$ cat src/verilog/clk_sel_pkg.sv
package clk_sel_pkg;

	// ----------------------------------------
	// bus and timing
	// ----------------------------------------
	localparam int ADDR_W = 10;
	localparam int DATA_W = 32;
	localparam int CLK_PERIOD_NS = 20;
	localparam int DLL_SOFT_RST_NS = 80;
	localparam int DLL_SOFT_RST_CYC = (DLL_SOFT_RST_NS + CLK_PERIOD_NS - 1) / CLK_PERIOD_NS;
	localparam int CNT_W = 4;

	// ----------------------------------------
	// register indices (byte address = 4 * index)
	// ----------------------------------------
	localparam logic [7:0] IDX_COMMAND = 8'h00;
	localparam logic [7:0] IDX_STATUS = 8'h01;
	localparam logic [7:0] IDX_DELAY_LOOP_CONTROL = 8'h52;
	localparam logic [7:0] IDX_CLOCK_SOURCE_CONFIG = 8'h53;
	localparam logic [7:0] IDX_DECIMATED_OUTPUT_CLOCK_PHASE = 8'h64;

	// ----------------------------------------
	// delay_loop_control fields
	// ----------------------------------------
	localparam int DLC_ENABLE_BIT = 0;
	localparam int DLC_DUTY_BIT = 1;
	localparam int DLC_OUT_CLK_EN_BIT = 2;
	localparam int DLC_RESET_BIT = 3;
	localparam int DLC_PHASE_LSB = 4;
	localparam int PHASE_W = 3;
	localparam logic [7:0] DLC_RESET_VAL = 8'h08;

	// ----------------------------------------
	// other fields
	// ----------------------------------------
	localparam int CSC_SOURCE_BIT = 0;
	localparam logic [7:0] CSC_RESET_VAL = 8'h00;
	localparam int DEC_PHASE_LSB = 0;
	localparam logic [7:0] DEC_RESET_VAL = 8'h00;
	localparam int CMD_SOFT_RESET_BIT = 0;

	// ----------------------------------------
	// clock routing choices
	// ----------------------------------------
	typedef enum logic [3:0] {
		OUTPUT_DATA_CLOCK_FROM_BUFFER = 4'h1,
		OUTPUT_DATA_CLOCK_FROM_DLL = 4'h2,
		OUTPUT_DATA_CLOCK_FROM_DECIM = 4'h4,
		OUTPUT_DATA_CLOCK_FROM_PLL = 4'h8
	} output_data_clock_src_t;

	typedef struct packed {
		logic dll_enable;
		logic duty_cycle_correction;
		logic delay_loop_output_clock_enable;
		logic dll_reset;
		logic [PHASE_W-1:0] output_phase_delay_control;
		logic clock_source;
		logic [PHASE_W-1:0] decimation_clock_phase_delay;
		logic decim_active;
	} clk_cfg_t;

	typedef struct packed {
		logic sample_from_pll;
		logic dll_ref_from_ext;
		logic dll_run;
		logic dll_hold_reset;
		logic dcc_active;
		output_data_clock_src_t output_data_clock_src;
		logic [PHASE_W-1:0] output_data_clock_phase;
	} clk_route_t;

endpackage

$ cat src/verilog/adc_clock_select_dll_control.sv
// How it works
// - power-up times converter from external clock
// - source one uses internal multiplier clock
// - source zero takes clock from buffer
// - no loop, no decimation, source zero: buffer drives data clock
// - decimation block sets data clock rate, phase
// - decimation phase comes from its own field
// - source zero feeds external clock into loop
// - loop enable bit activates delay loop
// - three-bit field sets data clock phase
// - all bits set: correction and phase offered
// - correction moves falling edge only
// - correction only with loop, never multiplier
// - loop held in reset until bit cleared
// - soft reset with loop enabled resets loop, clears bit
module adc_clock_select_dll_control (
	input wire logic clk_i,
	input wire logic sys_rst_i,
	input wire logic [clk_sel_pkg::ADDR_W-1:0] avs_address_i,
	input wire logic avs_read_i,
	input wire logic avs_write_i,
	input wire logic [clk_sel_pkg::DATA_W-1:0] avs_writedata_i,
	input wire logic [3:0] avs_byteenable_i,
	output logic [clk_sel_pkg::DATA_W-1:0] avs_readdata_o,
	output logic avs_waitrequest_o,
	input wire logic decim_active_i,
	output logic sample_from_pll_o,
	output logic dll_ref_from_ext_o,
	output logic dll_run_o,
	output logic dll_hold_reset_o,
	output logic dcc_active_o,
	output clk_sel_pkg::output_data_clock_src_t output_data_clock_src_o,
	output logic [clk_sel_pkg::PHASE_W-1:0] output_data_clock_phase_o
);
	import clk_sel_pkg::*;

	typedef struct packed {
		logic [7:0] delay_loop_control;
		logic [7:0] clock_source_config;
		logic [7:0] decimated_output_clock_phase;
		logic ack;
		logic soft_reset;
		logic [DATA_W-1:0] rdata;
		clk_route_t route;
	} state_t;

	state_t s_q;
	state_t s_d;
	clk_cfg_t cfg;
	clk_route_t route;
	logic seq_hold;
	logic seq_clear;
	logic [7:0] idx;
	logic aligned;
	logic wr_take;
	logic [7:0] wbyte;

	// ----------------------------------------
	// configuration view
	// ----------------------------------------
	always_comb begin
		cfg.dll_enable = s_q.delay_loop_control[DLC_ENABLE_BIT];
		cfg.duty_cycle_correction = s_q.delay_loop_control[DLC_DUTY_BIT];
		cfg.delay_loop_output_clock_enable = s_q.delay_loop_control[DLC_OUT_CLK_EN_BIT];
		cfg.dll_reset = s_q.delay_loop_control[DLC_RESET_BIT];
		cfg.output_phase_delay_control = s_q.delay_loop_control[DLC_PHASE_LSB +: PHASE_W];
		cfg.clock_source = s_q.clock_source_config[CSC_SOURCE_BIT];
		cfg.decimation_clock_phase_delay =
			s_q.decimated_output_clock_phase[DEC_PHASE_LSB +: PHASE_W];
		cfg.decim_active = decim_active_i;
	end

	dll_reset_seq u_seq (
		.clk_i(clk_i),
		.sys_rst_i(sys_rst_i),
		.soft_reset_i(s_q.soft_reset),
		.dll_enable_i(cfg.dll_enable),
		.hold_o(seq_hold),
		.clear_bit_o(seq_clear)
	);

	clk_route u_route (
		.cfg_i(cfg),
		.seq_hold_i(seq_hold),
		.route_o(route)
	);

	// ----------------------------------------
	// bus slave and register file
	// ----------------------------------------
	always_comb begin
		s_d = s_q;
		idx = avs_address_i[9:2];
		aligned = (avs_address_i[1:0] == 2'h0);
		wr_take = avs_write_i && s_q.ack && aligned && avs_byteenable_i[0];
		wbyte = avs_writedata_i[7:0];
		s_d.ack = (avs_read_i || avs_write_i) && !s_q.ack;
		s_d.soft_reset = 1'b0;
		s_d.route = route;
		if (avs_read_i && !s_q.ack) begin
			s_d.rdata = '0;
			if (aligned) begin
				case (idx)
					IDX_DELAY_LOOP_CONTROL: s_d.rdata[7:0] = s_q.delay_loop_control;
					IDX_CLOCK_SOURCE_CONFIG: s_d.rdata[7:0] = s_q.clock_source_config;
					IDX_DECIMATED_OUTPUT_CLOCK_PHASE: begin
						s_d.rdata[7:0] = s_q.decimated_output_clock_phase;
					end
					IDX_STATUS: begin
						s_d.rdata[7:0] = {output_data_clock_src_o, dcc_active_o, dll_hold_reset_o,
							dll_run_o, sample_from_pll_o};
					end
					default: s_d.rdata = '0;
				endcase
			end
		end
		// loop reset bit self-clears at the end of a soft-reset hold
		if (seq_clear) begin
			s_d.delay_loop_control[DLC_RESET_BIT] = 1'b0;
		end
		if (wr_take) begin
			case (idx)
				IDX_DELAY_LOOP_CONTROL: s_d.delay_loop_control = {1'b0, wbyte[6:0]};
				IDX_CLOCK_SOURCE_CONFIG: begin
					s_d.clock_source_config = {7'h00, wbyte[CSC_SOURCE_BIT]};
				end
				IDX_DECIMATED_OUTPUT_CLOCK_PHASE: begin
					s_d.decimated_output_clock_phase = {5'h00, wbyte[PHASE_W-1:0]};
				end
				IDX_COMMAND: s_d.soft_reset = wbyte[CMD_SOFT_RESET_BIT];
				default: s_d.soft_reset = 1'b0;
			endcase
		end
	end

	always_ff @(posedge clk_i or posedge sys_rst_i) begin
		if (sys_rst_i) begin
			s_q.delay_loop_control <= DLC_RESET_VAL;
			s_q.clock_source_config <= CSC_RESET_VAL;
			s_q.decimated_output_clock_phase <= DEC_RESET_VAL;
			s_q.ack <= 1'b0;
			s_q.soft_reset <= 1'b0;
			s_q.rdata <= '0;
			s_q.route <= '{sample_from_pll: 1'b0, dll_ref_from_ext: 1'b1, dll_run: 1'b0,
				dll_hold_reset: 1'b1, dcc_active: 1'b0, output_data_clock_src: OUTPUT_DATA_CLOCK_FROM_BUFFER,
				output_data_clock_phase: '0};
		end else begin
			s_q <= s_d;
		end
	end

	// ----------------------------------------
	// outputs
	// ----------------------------------------
	assign avs_waitrequest_o = (avs_read_i || avs_write_i) && !s_q.ack;
	assign avs_readdata_o = s_q.rdata;
	assign sample_from_pll_o = s_q.route.sample_from_pll;
	assign dll_ref_from_ext_o = s_q.route.dll_ref_from_ext;
	assign dll_run_o = s_q.route.dll_run;
	assign dll_hold_reset_o = s_q.route.dll_hold_reset;
	assign dcc_active_o = s_q.route.dcc_active;
	assign output_data_clock_src_o = s_q.route.output_data_clock_src;
	assign output_data_clock_phase_o = s_q.route.output_data_clock_phase;

endmodule

$ cat src/verilog/clk_route.sv
module clk_route (
	input clk_sel_pkg::clk_cfg_t cfg_i,
	input wire logic seq_hold_i,
	output clk_sel_pkg::clk_route_t route_o
);
	import clk_sel_pkg::*;

	logic phase_ctl;
	logic dll_out_used;

	always_comb begin
		phase_ctl = (cfg_i.output_phase_delay_control != '0);
		dll_out_used = cfg_i.dll_enable && cfg_i.delay_loop_output_clock_enable && phase_ctl
			&& !cfg_i.clock_source;
		route_o.sample_from_pll = cfg_i.clock_source;
		route_o.dll_ref_from_ext = !cfg_i.clock_source;
		route_o.dll_run = cfg_i.dll_enable && !cfg_i.dll_reset && !seq_hold_i;
		route_o.dll_hold_reset = cfg_i.dll_reset || seq_hold_i;
		// correction never on the multiplier clock
		route_o.dcc_active = cfg_i.duty_cycle_correction && cfg_i.dll_enable
			&& !cfg_i.clock_source;
		if (cfg_i.decim_active) begin
			route_o.output_data_clock_src = OUTPUT_DATA_CLOCK_FROM_DECIM;
			route_o.output_data_clock_phase = cfg_i.decimation_clock_phase_delay;
		end else if (dll_out_used) begin
			route_o.output_data_clock_src = OUTPUT_DATA_CLOCK_FROM_DLL;
			route_o.output_data_clock_phase = cfg_i.output_phase_delay_control;
		end else if (cfg_i.clock_source) begin
			route_o.output_data_clock_src = OUTPUT_DATA_CLOCK_FROM_PLL;
			route_o.output_data_clock_phase = '0;
		end else begin
			route_o.output_data_clock_src = OUTPUT_DATA_CLOCK_FROM_BUFFER;
			route_o.output_data_clock_phase = '0;
		end
	end

endmodule

$ cat src/verilog/dll_reset_seq.sv
module dll_reset_seq (
	input wire logic clk_i,
	input wire logic sys_rst_i,
	input wire logic soft_reset_i,
	input wire logic dll_enable_i,
	output logic hold_o,
	output logic clear_bit_o
);
	import clk_sel_pkg::*;

	typedef enum logic [1:0] {
		SEQ_IDLE = 2'h1,
		SEQ_HOLD = 2'h2
	} seq_state_t;

	typedef struct packed {
		seq_state_t state;
		logic [CNT_W-1:0] cnt;
		logic done;
	} seq_t;

	seq_t s_q;
	seq_t s_d;

	// ----------------------------------------
	// timed delay-loop reset after soft reset
	// ----------------------------------------
	always_comb begin
		s_d = s_q;
		s_d.done = 1'b0;
		case (s_q.state)
			SEQ_IDLE: begin
				if (soft_reset_i && dll_enable_i) begin
					s_d.state = SEQ_HOLD;
					s_d.cnt = CNT_W'(DLL_SOFT_RST_CYC - 1);
				end
			end
			SEQ_HOLD: begin
				if (s_q.cnt == '0) begin
					s_d.state = SEQ_IDLE;
					s_d.done = 1'b1;
				end else begin
					s_d.cnt = s_q.cnt - CNT_W'(1);
				end
			end
			default: begin
				s_d.state = SEQ_IDLE;
			end
		endcase
	end

	always_ff @(posedge clk_i or posedge sys_rst_i) begin
		if (sys_rst_i) begin
			s_q <= '{state: SEQ_IDLE, cnt: '0, done: 1'b0};
		end else begin
			s_q <= s_d;
		end
	end

	assign hold_o = (s_q.state == SEQ_HOLD);
	assign clear_bit_o = s_q.done;

endmodule
$ cat config.mk
export PLATFORM = sky130hd
export DESIGN_NAME = adc_clock_select_dll_control
export DESIGN_NICKNAME = d
export VERILOG_FILES = /design/src/verilog/clk_sel_pkg.sv /design/src/verilog/adc_clock_select_dll_control.sv /design/src/verilog/clk_route.sv /design/src/verilog/dll_reset_seq.sv
export SDC_FILE = /design/constraint.sdc
export NUM_CORES = 1
export LEC_CHECK = 0
export CORE_UTILIZATION = 56
export CTS_CLUSTER_SIZE = 8
export DETAILED_ROUTE_END_ITERATION = 8
export DONT_BUFFER_PORTS = 1
export PLACE_DENSITY_LB_ADDON = 0.3
export RECOVER_POWER = 50
export SLEW_MARGIN = 20
export SYNTH_ARGS = -nofsm -noshare
export SYNTH_HDL_FRONTEND = slang
export SYNTH_SLANG_ARGS = --single-unit
$ cat constraint.sdc
create_clock -name clk_i -period 1.5 [get_ports clk_i]
set_input_delay 0.3 -clock clk_i [delete_from_list [all_inputs] [get_ports clk_i]]
set_output_delay 0.3 -clock clk_i [all_outputs]
set_load 0.05 [all_outputs]
==> metrics.cfg, run 1 <==
[place]
dp.cells=234
gp_congestion=0.777
hpwl_um=2960
place.port_buffers=0

[sta]
tightestPinTransition_ns=0.910
hold_viol=0
slew_viol_final=0
final-setup-viol-count=1
clock_skew_ns=0.00693
period_minus_slack_ns=1.56
max_slew_margin_pct=39.3
clock.fmax_mhz=641
fin_crit_sh_pct=104
rsz0062_at_grt=yes
setup_ws_ns=-0.0599

[clock_tree]
clock_latency_ns=0.29
cts-buffers-inserted=5
cts_buffer_depth=2
cts_root_buf=clkbuf_8
tritoncts=built
cts.clk_slew.worst_paths_ns=0.08
cts_hold_buf=0
clkSinkCount=40
h-tree-depth=2

[yosys]
synth_mux_area_share_pct=6.98
synth-xor-area-share_pct=0
synth_top_family_by_area=buffers and inverters
synthFlopType=dfrtp_1
synth_seq_cells=40
yosys_warnings=0
synth-simple-area-share_pct=13.2
syn_area_um2=2100
async_flop_share_pct=100
synth_cells=190
ys_types=42
synth_compound_area_share_pct=12.9
synth_area_per_cell_um2=11.0
synth-seq-area-share_pct=48.0
synthAdderAreaFrac_pct=2.39
synth-edff-count=0

[grt]
grt_pass1_wl_um=6500
antenna_found_initial=0
grt_pass1_vias=1393
track_usage_pct=21.3
grt_max_degree=41
overflow=0

[power_and_ir_drop]
switchingPower_mw=0.556
peakVddDrop_v=0.000606
intPower_mw=1.60
power_leakage_nw=1.06
clkPwrFrac_pct=39.3
seqPwrFrac_pct=51.3
p_comb_share_pct=9.4
powerDensity_nw_per_um2=975
power_mw=2.16
switching_share_pct=25.8

[final_layout]
fillers=275
mostFrequentLayoutCells=35 x dfrtp_1, 24 x conb_1, 18 x buf_4, 11 x o21ai_1, 10 x nand2_1
drive_above_1_share_pct=25.3
seqCellArea_um2=1010
area_delta_synth_final_pct=5.43
nets=252
fin_cells=244
multiInputGateArea_um2=870
mostFrequentLayoutCell=dfrtp_1
finish.utilization_pct=63.8
antenna_cells=0

[critical_path]
cp.arrival_ns=1.73
r2r_slack_ns=-0.06
path_class=flip-flop to flip-flop
critPathLaunchType=flip-flop
worst_ep_required_time_ns=1.67
crit_fanout=2
end_kind=flip-flop

[floorplanning]
die_y_um=63.2
die_area_um2=4000
fp.dieW_um=63.2
ioPinCount=96
start_util_pct=60.5
coreArea_um2=3470
num_rows=21

[worst_hold_path]
hold_class=input port to flip-flop

[route]
num_vias=1352
dr.pass1.iters=4
wl_um=3810
ant_nets=0
vias_per_cell=5.54
drtIter0Drc=79
wl_per_cell_um=15.6
drc=0

[outcome]
status=finished, violations left
violations=negative setup slack

[job]
cap_violations=0

routing by layer:
layer	track usage, %	vias up	wire (µm)
li1	-	617	-
met1	22.8	663	1470
met2	39.2	70	2020
met3	7.97	2	310
met4	4.83	0	21
met5	0	-	0
cells by family (layout without fill, tap and decap cells):
kind of cell             after synthesis  count (layout)
AO/OA/AOI/OAI                         39              39
adder cells (fa/ha/maj)                4               4
buffers and inverters                 49              34
flip-flops                            40              40
multiplexers                          11              11
other                                  1              24
AND/OR/NAND/NOR                       46              46
state kept, by name (all words and copies together) (netlist names):
register                   count
sample_from_pll_o              1
cfg                           11
output_data_clock_src_o        4
u_seq.s_q                      6
s_q                            2
dll_hold_reset_o               1
output_data_clock_phase_o      3
dll_run_o                      1
dcc_active_o                   1
avs_readdata_o                 8
dll_ref_from_ext_o             1
u_seq.clear_bit_o              1
through the flow:
| stage | instance area, µm² | hold slack [ns] | TNS [ns] | worst slack [ns] |
|---|---|---|---|---|
| after floorplan | 2200 | 0.331 | -1.81 | -0.287 |
| after CTS | 2200 | 0.0245 | -0.0509 | -0.0509 |
| after global placement | 2070 | 0.331 | -0.955 | -0.153 |
| after detailed placement | 2070 | 0.332 | -1.07 | -0.170 |
| after global routing | 2210 | 0.0112 | -0.113 | -0.0834 |
| final | 2210 | 0.0344 | -0.0599 | -0.0599 |
power groups by stage:
| stage | combinational [mW] | clock [mW] | sequential, mW |
|---|---|---|---|
| after floorplan | 0.248 | 0 | 1.11 |
| after global placement | 0.203 | 0 | 1.13 |
| after detailed placement | 0.205 | 0 | 1.13 |
| after CTS | 0.205 | 0.864 | 1.11 |
| after global routing | 0.217 | 0.933 | 1.11 |
| final | 0.204 | 0.848 | 1.11 |
area by class of cell:
| type | count | share of cell area [%] |
|---|---|---|
| Clock buffer | 5 | 3.11 |
| Clock inverter | 3 | 1.92 |
| Inverter | 7 | 1.19 |
| Multi-Input combinational cell | 124 | 39.3 |
| Sequential cell | 40 | 45.5 |
| Tap cell | 46 | 2.60 |
| Timing Repair Buffer | 19 | 6.33 |
critical path, stage by stage (launching register included):
cell     delay, ns
dfstp_2       0.54
inv_2         0.05
ha_4          0.21
a21o_1        0.19
nor2_2        0.15
mux2_4        0.32
synth_stat cells, types with 2 or more instances:
| cell | count | share of area [%] |
|---|---|---|
| dfrtp_1 | 35 | 42 |
| a22o_1 | 8 | 3.3 |
| nor3b_1 | 3 | 1.1 |
| a22oi_1 | 7 | 2.5 |
| o21ai_0 | 2 | 0.48 |
| ha_1 | 4 | 2.4 |
| inv_1 | 7 | 1.3 |
| a21o_1 | 2 | 0.72 |
| mux2_1 | 5 | 2.7 |
| buf_4 | 39 | 14 |
| nand3_1 | 6 | 1.4 |
| o21ai_1 | 10 | 2.4 |
| dfstp_2 | 5 | 6.3 |
| o21a_1 | 2 | 0.72 |
| nand2b_1 | 3 | 0.89 |
| a21oi_1 | 3 | 0.72 |
| nor3_1 | 4 | 0.95 |
| nor2_1 | 7 | 1.3 |
| mux2_4 | 6 | 4.3 |
| nand2_1 | 10 | 1.8 |
timing repair:
action                                 CTS  global route
setup endpoints to repair                1            13
endpoints found under the hold margin    0             0
gates resized for setup                  1             3
pin swaps                                1             0
buffers inserted                         2             0
final timing paths:
| path | depth (start not counted) | endpoint | start |
|---|---|---|---|
| setup / recovery | 5 | u_seq.s_q[2]$_DFFE_PP0P_ | u_seq.s_q[5]$_DFFE_PP1P_ |
| hold / removal | 0 | output_data_clock_src_o[2]$_DFF_PP0_ | decim_active_i |
| setup reg to reg | 5 | u_seq.s_q[2]$_DFFE_PP0P_ | u_seq.s_q[5]$_DFFE_PP1P_ |
| hold reg to reg | 2 | cfg[8]$_DFF_PP1_ | u_seq.clear_bit_o$_DFF_PP0_ |
| max in group asynchronous | 2 | cfg[10]$_DFFE_PP0P_ | sys_rst_i |
| min in group asynchronous | 2 | u_seq.s_q[2]$_DFFE_PP0P_ | sys_rst_i |
(Power assumes the default switching activity.)
==> inputs of run 2 (changes only) <==
- CORE_UTILIZATION: 56 -> 41
- HOLD_SLACK_MARGIN: not set -> 0.02
==> run 2 against run 1 <==
The flow still finishes with violations (negative setup slack); flip-flop and latch count unchanged; sequential share of layout area down 1.3 points; combinational power up 2%; global-route usage down 5.3 points; hold slack better by 0.011 ns; highest routed layer unchanged; critical path type unchanged; final area up 3.1%; non-clock buffer count up 3; register-to-register slack better by 0.05 ns.
==> metrics.cfg, run 2 (same netlist as run 1, synthesis figures left out) <==
[worst_hold_path]
hold_class=input port to flip-flop
hold_start=decim_active_i
whs_endpoint=output_data_clock_src_o[0]$_DFF_PP1_
hold_depth=1  ; +1

[critical_path]
crit_start=u_seq.s_q[5]$_DFFE_PP1P_
timing.rr.start=u_seq.s_q[5]$_DFFE_PP1P_
crit_fanout=2  ; unchanged
r2r-end=u_seq.s_q[2]$_DFFE_PP0P_
cp.arrival_ns=1.68  ; -0.05 ns
max_stage_delay_ns=0.54  ; about the same
critPathLaunchType=flip-flop
path_cells=inv_2, ha_4, a21o_1, nor2_2, mux2_4
path_class=flip-flop to flip-flop
r2r_cells=5  ; unchanged
crit_slowest_cell=dfstp_2
end_kind=flip-flop
worst_ep_required_time_ns=1.67  ; about the same
r2r_slack_ns=-0.006  ; +0.05 ns

[route]
drc=0  ; unchanged
vias_per_cell=4.91  ; -11%
wl_per_cell_um=15.1  ; -3.6%
dr.pass1.iters=4  ; unchanged
ant_nets=0  ; unchanged
drtIter0Drc=45  ; -43%
wl_um=4020  ; +5.5%
top_layer=met4
route.met3.wl_um=267  ; -14%
met1Wirelength_um=1510  ; +2.8%
num_vias=1310  ; -3.1%
wl_met2_um=2210  ; +9.6%

[clock_tree]
cts_buffer_depth=2  ; unchanged
clock_latency_ns=0.29  ; about the same
cts.clk_slew.worst_paths_ns=0.08  ; about the same
cts_root_buf=clkbuf_8
cts-buffers-inserted=5  ; unchanged
clkSinkCount=40  ; unchanged
tritoncts=built
h-tree-depth=2  ; unchanged

[floorplanning]
die_y_um=73.5  ; +16%
fp.dieW_um=73.5  ; +16%
ioPinCount=96  ; unchanged
start_util_pct=43.6  ; -17 points
num_rows=25  ; +19%
coreArea_um2=4820  ; +39%
die_area_um2=5410  ; +35%

[grt]
antenna_found_initial=0  ; unchanged
overflow=0  ; unchanged
track_usage_pct=16.0  ; -5.3 points
grt_pass1_vias=1371  ; -1.6%
grt_pass1_wl_um=6400  ; -1.5%
grt_max_degree=41  ; unchanged

[final_layout]
fin_cells=267  ; +9.4%
nets=255  ; +1.2%
antenna_cells=0  ; unchanged
drive_above_1_share_pct=26.0  ; +0.75 points
mostFrequentLayoutCells=35 x dfrtp_1, 24 x conb_1, 19 x buf_4, 10 x nand2_1, 10 x o21ai_1
area_delta_synth_final_pct=8.65
mostFrequentLayoutCell=dfrtp_1
largest_reg_flops=11  ; unchanged

[power_and_ir_drop]
powerDensity_nw_per_um2=1020  ; +4.8%
p_comb_share_pct=8.9  ; -0.5 points
switching_share_pct=24.1  ; -1.6 points
clkPwrFrac_pct=43.6  ; +4.3 points
switchingPower_mw=0.563  ; +1.2%
power_leakage_nw=1.09  ; +2.4%
intPower_mw=1.77  ; +10%
peakVddDrop_v=0.000562  ; -7.2%
seqPwrFrac_pct=47.5  ; -3.8 points

[sta]
max_slew_margin_pct=37.2  ; -2.1 points
fin_crit_sh_pct=100  ; -3.6 points
rsz0062_at_grt=yes
clock_skew_ns=0.00814  ; +0.00121 ns
final-setup-viol-count=1  ; unchanged
hold_viol=0  ; unchanged
tightestPinTransition_ns=0.941  ; +0.0310 ns
setup_ws_ns=-0.00577  ; +0.0541 ns
slew_viol_final=0  ; unchanged
period_minus_slack_ns=1.51  ; -0.0541 ns
tns_ns=-0.00577  ; +0.0541 ns
clock.fmax_mhz=664  ; +3.6%

[place]
place.port_buffers=0  ; unchanged
gp_congestion=0.771  ; -0.84%
dp.cells=255  ; +9.0%
hpwl_um=3140  ; +6.1%

[outcome]
violations=negative setup slack
status=finished, violations left

[job]
cap_violations=0  ; unchanged

run 2: layout make-up:
cell class	count	area [µm²]
inverters	7	26.3
clock inverters	2	60.1
well taps	67	83.8
multi-input cells	124	871
repair buffers	22	163
fillers	478	2540
clock buffers	5	68.8
flip-flops and latches	40	1010
run 2: routing by layer:
metal | up-vias | track usage (%)
met4 | 0 | 3.85
li1 | 629 | -
met3 | 6 | 6.45
met5 | - | 0
met2 | 38 | 29.3
met1 | 637 | 17.0
run 2: per-stage QoR:
| stage | util [%] | area (µm²) | worst slack, ns | total power [mW] | hold WS, ns |
|---|---|---|---|---|---|
| finish | 47.3 | 2280 | -0.00577 | 2.33 | 0.0452 |
| global route | 47.3 | 2280 | -0.0588 | 2.42 | 0.0226 |
| CTS | 46.5 | 2240 | -0.0166 | 2.34 | 0.0289 |
| detailed placement | 43.6 | 2100 | -0.177 | 1.33 | 0.332 |
| global placement | 43.6 | 2100 | -0.173 | 1.33 | 0.332 |
| floorplan | - | 2200 | -0.287 | 1.36 | 0.331 |
run 2: power groups by stage:
stage          Sequential (mW)  Combinational [mW]  Clock, mW
2_1_floorplan             1.11               0.248          0
3_3_place_gp              1.13               0.205          0
3_5_place_dp              1.13               0.206          0
4_1_cts                   1.11               0.207       1.03
5_1_grt                   1.11               0.222       1.09
6_report                  1.11               0.208       1.02
run 2: worst max-delay path by stage:
| stage | end | slack, ns |
|---|---|---|
| 3_5_place_dp | cfg[10]$_DFFE_PP0P_ | -0.18 |
| 5_1_grt | u_seq.s_q[2]$_DFFE_PP0P_ | -0.06 |
| 4_1_cts | u_seq.s_q[2]$_DFFE_PP0P_ | -0.02 |
| 2_1_floorplan | cfg[10]$_DFFE_PP0P_ | -0.29 |
| 6_report | u_seq.s_q[2]$_DFFE_PP0P_ | -0.006 |
| 3_3_place_gp | cfg[11]$_DFFE_PP0P_ | -0.17 |
run 2: worst max-delay path: cells and delay by family, from the launching register on:
| kind | cells | cell delay (ns) |
|---|---|---|
| fa+ha+maj | 1 | 0.21 |
| buf+inv | 1 | 0.05 |
| mux | 1 | 0.30 |
| compound gates | 1 | 0.17 |
| flops | 1 | 0.54 |
| simple gates | 1 | 0.12 |
run 2: repair_timing:
| item | CTS | global route |
|---|---|---|
| setup endpoints to repair | 2 | 12 |
| pin swaps | 1 | 1 |
| hold buffers | 0 | 1 |
| buffers inserted | 1 | 3 |
| hold endpoints to repair | 0 | 1 |
| resized for setup | 1 | 4 |
